### config.mk
export PLATFORM = sky130hd
export DESIGN_NAME = ifcd_decoder
export DESIGN_NICKNAME = d
export VERILOG_FILES = /design/src/design/ifcd_decoder.v
export VERILOG_INCLUDE_DIRS = /design/src /design/src/design
export SDC_FILE = /design/constraint.sdc
export NUM_CORES = 1
export LEC_CHECK = 0
export BUFFER_PORTS_ARGS = -buffer_cell sky130_fd_sc_hd__buf_2
export CAP_MARGIN = 0
export CORE_UTILIZATION = 40
export CTS_CLUSTER_SIZE = 10
export DETAILED_ROUTE_END_ITERATION = 12
export PLACE_DENSITY = 0.71
export REMOVE_ABC_BUFFERS = 1
export SYNTH_ARGS = -nofsm -noshare
export SYNTH_HDL_FRONTEND = slang
export SYNTH_SLANG_ARGS = --single-unit
export TNS_END_PERCENT = 30
### constraint.sdc
create_clock -name clk_sys -period 2.84 [get_ports clk_sys]
set_input_delay 0.852 -clock clk_sys [delete_from_list [all_inputs] [get_ports clk_sys]]
set_output_delay 0.852 -clock clk_sys [all_outputs]
set_load 0.02 [all_outputs]
### src/design/ifcd_defs.vh
// constants for the instruction format and cycle decoder
`ifndef IFCD_DEFS_VH
`define IFCD_DEFS_VH

// word layout
`define IFCD_WORD_W        24
`define IFCD_OP_HI         23
`define IFCD_OP_LO         16
`define IFCD_OP_W          8
`define IFCD_OP_ZERO       8'h00

// opcodes of the three two-word instructions and the class boundaries
`define IFCD_OP_CALL2      8'h02
`define IFCD_OP_JUMP2      8'h04
`define IFCD_OP_MOVD2      8'h0c
`define IFCD_OP_BRA_UNC    8'h37
`define IFCD_OP_CALL_IND   8'h01
`define IFCD_OP_RET        8'h06
`define IFCD_OP_RETI       8'h07
`define IFCD_OP_BRA_LO     8'h30
`define IFCD_OP_BRA_HI     8'h3f
`define IFCD_OP_ALUF_LO    8'h40
`define IFCD_OP_ALUF_HI    8'h5f
`define IFCD_OP_ALUW_LO    8'h60
`define IFCD_OP_ALUW_HI    8'h7f
`define IFCD_OP_LIT_LO     8'h80
`define IFCD_OP_LIT_HI     8'h8f
`define IFCD_OP_BIT_LO     8'ha0
`define IFCD_OP_BIT_HI     8'haf
`define IFCD_OP_SKIP_LO    8'hb0
`define IFCD_OP_SKIP_HI    8'hb7
`define IFCD_OP_TBL_LO     8'hba
`define IFCD_OP_TBL_HI     8'hbb
`define IFCD_OP_MULSQ      8'hf0
`define IFCD_OP_MULDSP     8'hf1

// instruction classes
`define IFCD_CL_W          4
`define IFCD_CL_OTHER      4'h0
`define IFCD_CL_WORD2      4'h1
`define IFCD_CL_TWO        4'h2
`define IFCD_CL_BRA_C      4'h3
`define IFCD_CL_LONG2      4'h4
`define IFCD_CL_LONG3      4'h5
`define IFCD_CL_ALUF       4'h6
`define IFCD_CL_ALUW       4'h7
`define IFCD_CL_LIT        4'h8
`define IFCD_CL_BIT        4'h9
`define IFCD_CL_SKIP       4'ha
`define IFCD_CL_MULSQ      4'hb
`define IFCD_CL_MULDSP     4'hc

// field positions
`define IFCD_SRC_HI        3
`define IFCD_SRC_LO        0
`define IFCD_SMOD_HI       5
`define IFCD_SMOD_LO       4
`define IFCD_DST_HI        9
`define IFCD_DST_LO        6
`define IFCD_DMOD_HI       11
`define IFCD_DMOD_LO       10
`define IFCD_BASE_HI       15
`define IFCD_BASE_LO       12
`define IFCD_F_HI          12
`define IFCD_F_LO          0
`define IFCD_DSEL_BIT      13
`define IFCD_BYTE_BIT      14
`define IFCD_LIT_HI        13
`define IFCD_LIT_LO        4
`define IFCD_MWN_HI        7
`define IFCD_MWN_LO        4
`define IFCD_PA2_HI        6
`define IFCD_PA2_LO        0

// limits
`define IFCD_BYTE_LIT_MAX  10'h0ff
`define IFCD_MUL_REG_MIN   4'h4
`define IFCD_MUL_REG_MAX   4'h7
`define IFCD_DBG_RAM_BYTES 13'h0050

// status flag mask bits {c, dc, n, ov, z}
`define IFCD_FL_ALL        5'h1f
`define IFCD_FL_NZ         5'h05
`define IFCD_FL_NONE       5'h00

`endif
### src/design/ifcd_decoder.v
// instruction format and instruction cycle decoder
`timescale 1ns/1ps
`default_nettype none
`include "ifcd_defs.vh"

// What this block does
// - a one-word instruction is 24 bits with an 8-bit opcode plus operand fields
// - exactly three opcodes take two words; both are fetched before issue
// - the second word of a pair must carry an all-zero top byte
// - a second word executed alone issues as a no-operation
// - one cycle normally; two or three when a test is true or the pc changes
// - taken branches, indirect calls, table access and returns take two or three cycles; an untaken branch takes one
// - a taken skip costs two cycles, three when it skips a two-word instruction
// - every two-word instruction takes two cycles
// - the file register address spans zero to 0x1fff
// - the bit select field is 4 bits, positions 0 to 15
// - the unsigned 10-bit literal stays at or below 255 in byte mode
// - the 23-bit program address literal must have its lsb at zero
// - the signed 10-bit literal is two's complement, -512 to 511
// - squaring multiplies accept only equal pairs of w4 to w7
// - signal multiplies accept only the six distinct ascending pairs of w4 to w7
// - file register forms give an address and a select of file or w0
// - three-operand forms give base, moded source and moded destination registers
// - updatable flags are carry, digit carry, negative, overflow and sticky zero
// - with debug enabled the first 80 ram bytes and two pins are reserved
module ifcd_decoder (
    input  wire        clk_sys,
    input  wire        nrst,
    input  wire        icyc_en,
    input  wire        instr_valid,
    output wire        instr_ready,
    input  wire [23:0] instr_word,
    input  wire        cond_true,
    input  wire        debug_en_pin,
    output reg         dec_valid,
    output reg         dec_fill,
    output reg         dec_nop,
    output reg         dec_two_word,
    output reg  [7:0]  dec_opcode,
    output reg  [3:0]  dec_class,
    output reg  [1:0]  dec_cycles,
    output reg  [3:0]  base_operand_reg,
    output reg  [3:0]  source_operand_reg,
    output reg  [1:0]  source_mode,
    output reg  [3:0]  dest_operand_reg,
    output reg  [1:0]  dest_mode,
    output reg  [12:0] file_addr,
    output reg         dest_is_default_working_reg,
    output reg         byte_mode,
    output reg  [3:0]  bit_select_field,
    output reg  [9:0]  ten_bit_unsigned_literal,
    output reg  [15:0] ten_bit_signed_literal,
    output reg  [22:0] program_addr_literal,
    output reg  [4:0]  flag_mask,
    output reg         err_lit_range,
    output reg         err_addr_align,
    output reg         err_second_word,
    output reg         err_mul_pair,
    output reg         err_debug_ram,
    output wire [1:0]  debug_pins_reserved
);

    // one-hot sequencer states
    localparam [3:0] S_FETCH = 4'h1;
    localparam [3:0] S_WORD2 = 4'h2;
    localparam [3:0] S_FILL  = 4'h4;
    localparam [3:0] S_SKIP  = 4'h8;

    reg [3:0]  state;
    reg [23:0] first_word;
    reg [1:0]  fill_cnt;
    reg        skip_pair;
    reg        dbg_meta;
    reg        dbg_en;

    // class of an opcode; ranges are checked most specific first
    function [3:0] ifcd_class;
        input [7:0] op;
        begin
            if (op == `IFCD_OP_ZERO)
                ifcd_class = `IFCD_CL_WORD2;
            else if (op == `IFCD_OP_CALL2 || op == `IFCD_OP_JUMP2 || op == `IFCD_OP_MOVD2)
                ifcd_class = `IFCD_CL_TWO;
            else if (op == `IFCD_OP_BRA_UNC || op == `IFCD_OP_CALL_IND)
                ifcd_class = `IFCD_CL_LONG2;
            else if (op == `IFCD_OP_RET || op == `IFCD_OP_RETI)
                ifcd_class = `IFCD_CL_LONG3;
            else if (op >= `IFCD_OP_BRA_LO && op <= `IFCD_OP_BRA_HI)
                ifcd_class = `IFCD_CL_BRA_C;
            else if (op >= `IFCD_OP_ALUF_LO && op <= `IFCD_OP_ALUF_HI)
                ifcd_class = `IFCD_CL_ALUF;
            else if (op >= `IFCD_OP_ALUW_LO && op <= `IFCD_OP_ALUW_HI)
                ifcd_class = `IFCD_CL_ALUW;
            else if (op >= `IFCD_OP_LIT_LO && op <= `IFCD_OP_LIT_HI)
                ifcd_class = `IFCD_CL_LIT;
            else if (op >= `IFCD_OP_BIT_LO && op <= `IFCD_OP_BIT_HI)
                ifcd_class = `IFCD_CL_BIT;
            else if (op >= `IFCD_OP_SKIP_LO && op <= `IFCD_OP_SKIP_HI)
                ifcd_class = `IFCD_CL_SKIP;
            else if (op >= `IFCD_OP_TBL_LO && op <= `IFCD_OP_TBL_HI)
                ifcd_class = `IFCD_CL_LONG2;
            else if (op == `IFCD_OP_MULSQ)
                ifcd_class = `IFCD_CL_MULSQ;
            else if (op == `IFCD_OP_MULDSP)
                ifcd_class = `IFCD_CL_MULDSP;
            else
                ifcd_class = `IFCD_CL_OTHER;
        end
    endfunction

    // instruction cycles charged at issue; a taken skip adds its fill later
    function [1:0] ifcd_cycles;
        input [3:0] cl;
        input       taken;
        begin
            case (cl)
                `IFCD_CL_TWO:   ifcd_cycles = 2'h2;
                `IFCD_CL_LONG2: ifcd_cycles = 2'h2;
                `IFCD_CL_LONG3: ifcd_cycles = 2'h3;
                `IFCD_CL_BRA_C: ifcd_cycles = taken ? 2'h2 : 2'h1;
                `IFCD_CL_SKIP:  ifcd_cycles = taken ? 2'h2 : 2'h1;
                default:        ifcd_cycles = 2'h1;
            endcase
        end
    endfunction

    // flags an instruction class may update
    function [4:0] ifcd_flags;
        input [3:0] cl;
        begin
            case (cl)
                `IFCD_CL_ALUF:  ifcd_flags = `IFCD_FL_ALL;
                `IFCD_CL_ALUW:  ifcd_flags = `IFCD_FL_ALL;
                `IFCD_CL_LIT:   ifcd_flags = `IFCD_FL_NZ;
                default:        ifcd_flags = `IFCD_FL_NONE;
            endcase
        end
    endfunction

    // the word presented now and its class
    wire [7:0] in_op    = instr_word[`IFCD_OP_HI:`IFCD_OP_LO];
    wire [3:0] in_class = ifcd_class(in_op);
    wire       in_two   = (in_class == `IFCD_CL_TWO);
    wire       taken    = cond_true;
    wire       accept   = instr_valid && instr_ready;

    // fields come from the first word of the instruction; the address top bits and the second-word check read word two
    wire [23:0] fw = (state == S_WORD2) ? first_word : instr_word;
    wire [3:0]  fw_class = ifcd_class(fw[`IFCD_OP_HI:`IFCD_OP_LO]);
    wire [3:0]  m_wm = fw[`IFCD_SRC_HI:`IFCD_SRC_LO];
    wire [3:0]  m_wn = fw[`IFCD_MWN_HI:`IFCD_MWN_LO];
    wire        m_lo = (m_wm >= `IFCD_MUL_REG_MIN) && (m_wm <= `IFCD_MUL_REG_MAX);
    wire        m_hi = (m_wn >= `IFCD_MUL_REG_MIN) && (m_wn <= `IFCD_MUL_REG_MAX);
    wire        sq_ok  = m_lo && (m_wm == m_wn);
    wire        dsp_ok = m_lo && m_hi && (m_wm < m_wn);
    wire [9:0]  lit = fw[`IFCD_LIT_HI:`IFCD_LIT_LO];
    wire [12:0] fad = fw[`IFCD_F_HI:`IFCD_F_LO];
    wire        issue_one = accept && (state == S_FETCH) && !in_two;
    wire        issue_two = accept && (state == S_WORD2);
    wire        issue = issue_one || issue_two;
    wire [1:0]  cyc_now = issue_two ? 2'h2 : ifcd_cycles(in_class, taken);

    // fetch is taken only in an instruction cycle and not while filling
    assign instr_ready = icyc_en && (state != S_FILL);

    // debug enable is a pin level, so two flops before use
    always @(posedge clk_sys or negedge nrst) begin
        if (!nrst) begin
            dbg_meta <= 1'b0;
            dbg_en   <= 1'b0;
        end else begin
            dbg_meta <= debug_en_pin;
            dbg_en   <= dbg_meta;
        end
    end

    // two pins are lost to the debugger while it is enabled
    assign debug_pins_reserved = {dbg_en, dbg_en};

    // sequencer: gathers pairs, then holds fetch off for extra cycles
    always @(posedge clk_sys or negedge nrst) begin
        if (!nrst) begin
            state      <= S_FETCH;
            first_word <= 24'h000000;
            fill_cnt   <= 2'h0;
            skip_pair  <= 1'b0;
            dec_fill   <= 1'b0;
        end else begin
            dec_fill <= 1'b0;
            case (state)
                S_FETCH: begin
                    if (accept) begin
                        if (in_two) begin
                            first_word <= instr_word;
                            state      <= S_WORD2;
                        end else if (in_class == `IFCD_CL_SKIP && taken) begin
                            skip_pair <= 1'b0;
                            state     <= S_SKIP;
                        end else if (cyc_now != 2'h1) begin
                            fill_cnt <= cyc_now - 2'h1;
                            state    <= S_FILL;
                        end
                    end
                end
                S_WORD2: begin
                    if (accept) begin
                        fill_cnt <= 2'h1;
                        state    <= S_FILL;
                    end
                end
                S_FILL: begin
                    if (icyc_en) begin
                        dec_fill <= 1'b1;
                        fill_cnt <= fill_cnt - 2'h1;
                        if (fill_cnt == 2'h1)
                            state <= S_FETCH;
                    end
                end
                S_SKIP: begin
                    // the skipped word is swallowed as a nop cycle
                    if (accept) begin
                        dec_fill <= 1'b1;
                        if (!skip_pair && in_two)
                            skip_pair <= 1'b1;
                        else
                            state <= S_FETCH;
                    end
                end
                default: state <= S_FETCH;
            endcase
        end
    end

    // decoded fields, captured once per issued instruction
    always @(posedge clk_sys or negedge nrst) begin
        if (!nrst) begin
            dec_valid                   <= 1'b0;
            dec_nop                     <= 1'b0;
            dec_two_word                <= 1'b0;
            dec_opcode                  <= 8'h00;
            dec_class                   <= `IFCD_CL_OTHER;
            dec_cycles                  <= 2'h0;
            base_operand_reg            <= 4'h0;
            source_operand_reg          <= 4'h0;
            source_mode                 <= 2'h0;
            dest_operand_reg            <= 4'h0;
            dest_mode                   <= 2'h0;
            file_addr                   <= 13'h0000;
            dest_is_default_working_reg <= 1'b0;
            byte_mode                   <= 1'b0;
            bit_select_field            <= 4'h0;
            ten_bit_unsigned_literal    <= 10'h000;
            ten_bit_signed_literal      <= 16'h0000;
            program_addr_literal        <= 23'h000000;
            flag_mask                   <= `IFCD_FL_NONE;
            err_lit_range               <= 1'b0;
            err_addr_align              <= 1'b0;
            err_second_word             <= 1'b0;
            err_mul_pair                <= 1'b0;
            err_debug_ram               <= 1'b0;
        end else begin
            dec_valid <= issue;
            if (issue) begin
                dec_opcode   <= fw[`IFCD_OP_HI:`IFCD_OP_LO];
                dec_class    <= fw_class;
                dec_two_word <= issue_two;
                dec_nop      <= (fw_class == `IFCD_CL_WORD2);
                dec_cycles   <= cyc_now;
                flag_mask    <= ifcd_flags(fw_class);
                // register fields: 4 bits reach all sixteen registers
                base_operand_reg   <= fw[`IFCD_BASE_HI:`IFCD_BASE_LO];
                source_operand_reg <= fw[`IFCD_SRC_HI:`IFCD_SRC_LO];
                source_mode        <= fw[`IFCD_SMOD_HI:`IFCD_SMOD_LO];
                dest_operand_reg   <= fw[`IFCD_DST_HI:`IFCD_DST_LO];
                dest_mode          <= fw[`IFCD_DMOD_HI:`IFCD_DMOD_LO];
                // file forms: select low means the result goes to w0
                file_addr                   <= fad;
                dest_is_default_working_reg <= !fw[`IFCD_DSEL_BIT];
                byte_mode                   <= fw[`IFCD_BYTE_BIT];
                bit_select_field            <= fw[`IFCD_BASE_HI:`IFCD_BASE_LO];
                ten_bit_unsigned_literal    <= lit;
                ten_bit_signed_literal      <= {{6{lit[9]}}, lit};
                err_lit_range <= (fw_class == `IFCD_CL_LIT) && fw[`IFCD_BYTE_BIT]
                                 && (lit > `IFCD_BYTE_LIT_MAX);
                err_mul_pair  <= ((fw_class == `IFCD_CL_MULSQ) && !sq_ok)
                                 || ((fw_class == `IFCD_CL_MULDSP) && !dsp_ok);
                err_debug_ram <= dbg_en && (fw_class == `IFCD_CL_ALUF)
                                 && (fad < `IFCD_DBG_RAM_BYTES);
                if (issue_two) begin
                    // address: 16 low bits from word one, 7 high from word two
                    program_addr_literal <= {instr_word[`IFCD_PA2_HI:`IFCD_PA2_LO],
                                             first_word[15:0]};
                    err_addr_align  <= first_word[0];
                    err_second_word <= (in_op != `IFCD_OP_ZERO);
                end else begin
                    program_addr_literal <= 23'h000000;
                    err_addr_align       <= 1'b0;
                    err_second_word      <= 1'b0;
                end
            end
        end
    end

endmodule // ifcd_decoder

`default_nettype wire

==> metrics.md <==
| Metric | Value |
|---|---|
| DRC viols | `0` |
| Slowest stage delay, CP | `0.56 ns` |
| Setup slack, reg-to-reg | `0.12 ns` |
| Peak VDD IR | `0.495 mV` |
| Layout area overhead | `28.1%` |
| Cell count after synthesis | `541` |
| Final-report setup violation count | `2` |
| Dpl cell area | `6420 sq um` |
| Aggregate global-route resource usage | `21.7%` |
| Core Region | `12800 sq um` |
| Worst slew pin tran | `0.644 ns` |
| Status | `finished with violations` |
| Worst hold margin | `0.351 ns` |
| Largest regs | `first_word (24), program_addr_literal (22), dec_opcode (8)` |
| Die width | `117 um` |
| Synth top area cells | `dfrtp_1 (45%), buf_4 (7.2%), mux2_2 (5.1%), nand2_1 (4.9%), a22o_1 (4.1%)` |
| FP Rows | `41` |
| Reg-to-Reg End | `fill_cnt[0]$_DFFE_PN0P_` |
| Max reg flops | `24` |
| Worst Skew | `0.00798 ns` |
| PwrDens | `785 nW/um^2` |
| Total power | `5360 uW` |
| Final core occ | `53.2%` |
| CTS sink count | `97` |
| Final GP Congestion | `0.872` |
| Final wirelength | `14700 um` |
| Root Buffer | `clkbuf_16` |
| Router iterations before antenna repair | `4` |
| F_max | `0.343 GHz` |
| Worst Setup Start Kind | `input pin` |
| Synth unique cells | `66` |
| Critical path class | `input pin to register` |
| Final period util | `103%` |
| Maxcap violations | `0` |
| Clock latency at the later pin of the worst-skew pair | `0.35 ns` |
| # IOs | `145` |
| Clk slew on worst S/H paths | `0.07 ns` |
| WHS Endpoint | `dbg_en$_DFF_PN0_` |
| Most frequent cell after synthesis | `dfrtp_1` |
| Synth warn | `0` |
| Clock H-tree levels | `3` |
| CTS buffer count | `9` |
| Hpwl dp | `10800 um` |
| Final hold viol count | `0` |
| Post-synth EDFFs | `0` |
| Layout cells sized above 1 | `42.0%` |
| First-pass GRT wire length | `23900 um` |
| Worst setup path start | `instr_word[20]` |
| Crit path capture type | `register` |
| Area fraction of the dominant cell type after synthesis | `45.1%` |
| Worst hold path depth | `0` |
| Synth cell count leaders | `dfrtp_1 (96), nand2_1 (70), buf_4 (51), nor2_1 (26), a22o_1 (25)` |
| Vias in the first global route | `4674` |
| Most used flip-flop cell after synthesis | `dfrtp_1` |
| Nets@finish | `731` |
| Register area share after synthesis | `45.6%` |
| RSZ-0062 raised after global routing | `yes` |
| Max clock buf depth | `2` |
| Initial Utilization | `41.5%` |
| Via count | `4687` |
| Die area | `13800 sq um` |
| Avg Vias per Cell | `5.38` |
| Critical Path RT | `3.08 ns` |
| Post-route ant nets | `0` |
| Slowest CP cell | `or4_4` |
| Area leader, netlist | `dfrtp_1` |
| Worst setup margin | `-0.0748 ns` |
| R2r worst-path depth | `10` |
| Hold Crit Class | `register to register` |
| Grt total ovfl | `0` |
| Initial antenna violation count | `0` |
| DRT iter0 DRCs | `407` |
| CP max FO | `4` |
| Synthesized area per cell | `9.84 sq um` |
| Die H | `117 um` |
| # port buffers | `144` |
| Post-route cell area | `6820 sq um` |
| Wire per inst | `16.9 um` |
| Crit-path cells | `buf_2, or4_4, a211oi_2, a221o_1, nand4_1, nand3_2, a21oi_1, ha_1, and4b_2, o221ai_4, a22o_1, a21o_1` |
| Post-Syn Area | `5330 sq um` |
| Crit path DAT | `3.16 ns` |
| Worst slew margin | `56.5%` |
| Lkg Pwr | `0.00341 uW` |
| Critical hold path startpoint | `dbg_meta$_DFF_PN0_` |
| Post-synthesis register bit count | `97` |
| Failing checks | `negative setup slack` |
| Asr flop ratio synth | `100%` |
| Worst reg2reg startpoint | `state[3]$_DFFE_PN0P_` |
| CTS tree | `yes` |
| # diodes | `0` |
| Largest net degree at the start of global routing | `44` |
| Max Slew Vio Count | `0` |
| Largest Register | `first_word` |
| Final worst path period need | `2.91 ns` |
## critical path, delay by kind of cell
kind | cells | cell delay, ns
adders and majority gates | 1 | 0.19
and+or+nand+nor | 4 | 1.10
buffers and inverters | 1 | 0.11
AOI/OAI and AO/OA | 6 | 0.91
## what timing repair did
| action | in CTS | in global routing |
|---|---|---|
| pin swaps | 1 | 2 |
| setup buffers | 1 | 0 |
| setup endpoints to repair | 2 | 6 |
| resized for setup | 7 | 7 |
| hold buffers | 0 | 0 |
## cell type report
class	count	area (sq um)
clock buffers	13	270
fillers	1170	6000
repair buffers	227	1410
multi-input cells	351	2420
clock inverters	3	47.5
flip-flops and latches	97	2430
inverters	9	33.8
well taps	172	215
## logic make-up (layout without fill, tap and decap cells)
kind of cell	count (synthesis)	count (layout)	synth area share, %
flops	97	97	45.6
xor+xnor	2	2	0.329
compound gates	123	123	16.8
mux	35	35	7.14
buf+inv	93	252	10.5
simple gates	185	185	18.2
fa+ha+maj	6	6	1.41
## routing by layer
| metal | up-vias | wire [um] | track usage, % |
|---|---|---|---|
| li1 | 2212 | - | - |
| met1 | 2322 | 6750 | 29.0 |
| met2 | 136 | 7110 | 35.4 |
| met3 | 17 | 658 | 4.52 |
| met4 | 0 | 199 | 6.01 |
| met5 | - | 0 | 0 |
## stage by stage
| stage | setup slack (ns) | instances | setup TNS [ns] |
|---|---|---|---|
| 2_1_floorplan | -1.18 | 457 | -49.85 |
| 3_3_place_gp | -0.500 | 855 | -1.73 |
| 3_5_place_dp | -0.591 | 855 | -2.64 |
| 4_1_cts | -0.00173 | 872 | -0.00173 |
| 5_1_grt | -0.196 | 872 | -0.468 |
| 6_report | -0.0748 | 872 | -0.0812 |
## report_power, final
| part | leakage, uW | switching [uW] | internal [uW] |
|---|---|---|---|
| Clock | 0.000156 | 521 | 758 |
| Sequential | 0.00127 | 258 | 1670 |
| Combinational | 0.00199 | 1370 | 778 |
## cell usage in the layout (no fill, tap or decap), types with 7 or more instances in the layout
master,netlist,routed
buf_2,10,143
dfrtp_1,96,96
buf_4,51,79
nand2_1,70,70
a22o_1,25,25
mux2_2,24,24
nor2_1,26,23
a21oi_1,18,18
nor3_1,16,15
o21ai_0,14,14
a31oi_1,14,14
nor2b_1,12,12
mux2i_1,11,11
clkbuf_16,0,9
inv_1,8,8
nand3_1,9,8
o21ai_1,7,7
## worst max-delay path by stage
stage,depth (start not counted),endpoint,slack [ns]
final,12,fill_cnt[0]$_DFFE_PN0P_,-0.07
after global routing,14,fill_cnt[0]$_DFFE_PN0P_,-0.20
after CTS,12,fill_cnt[0]$_DFFE_PN0P_,-0.002
after detailed placement,13,fill_cnt[0]$_DFFE_PN0P_,-0.59
after global placement,12,fill_cnt[0]$_DFFE_PN0P_,-0.50
after floorplan,7,dec_cycles[1]$_DFFE_PN0P_,-1.18
Note: power is estimated with default switching activity, not from simulation.
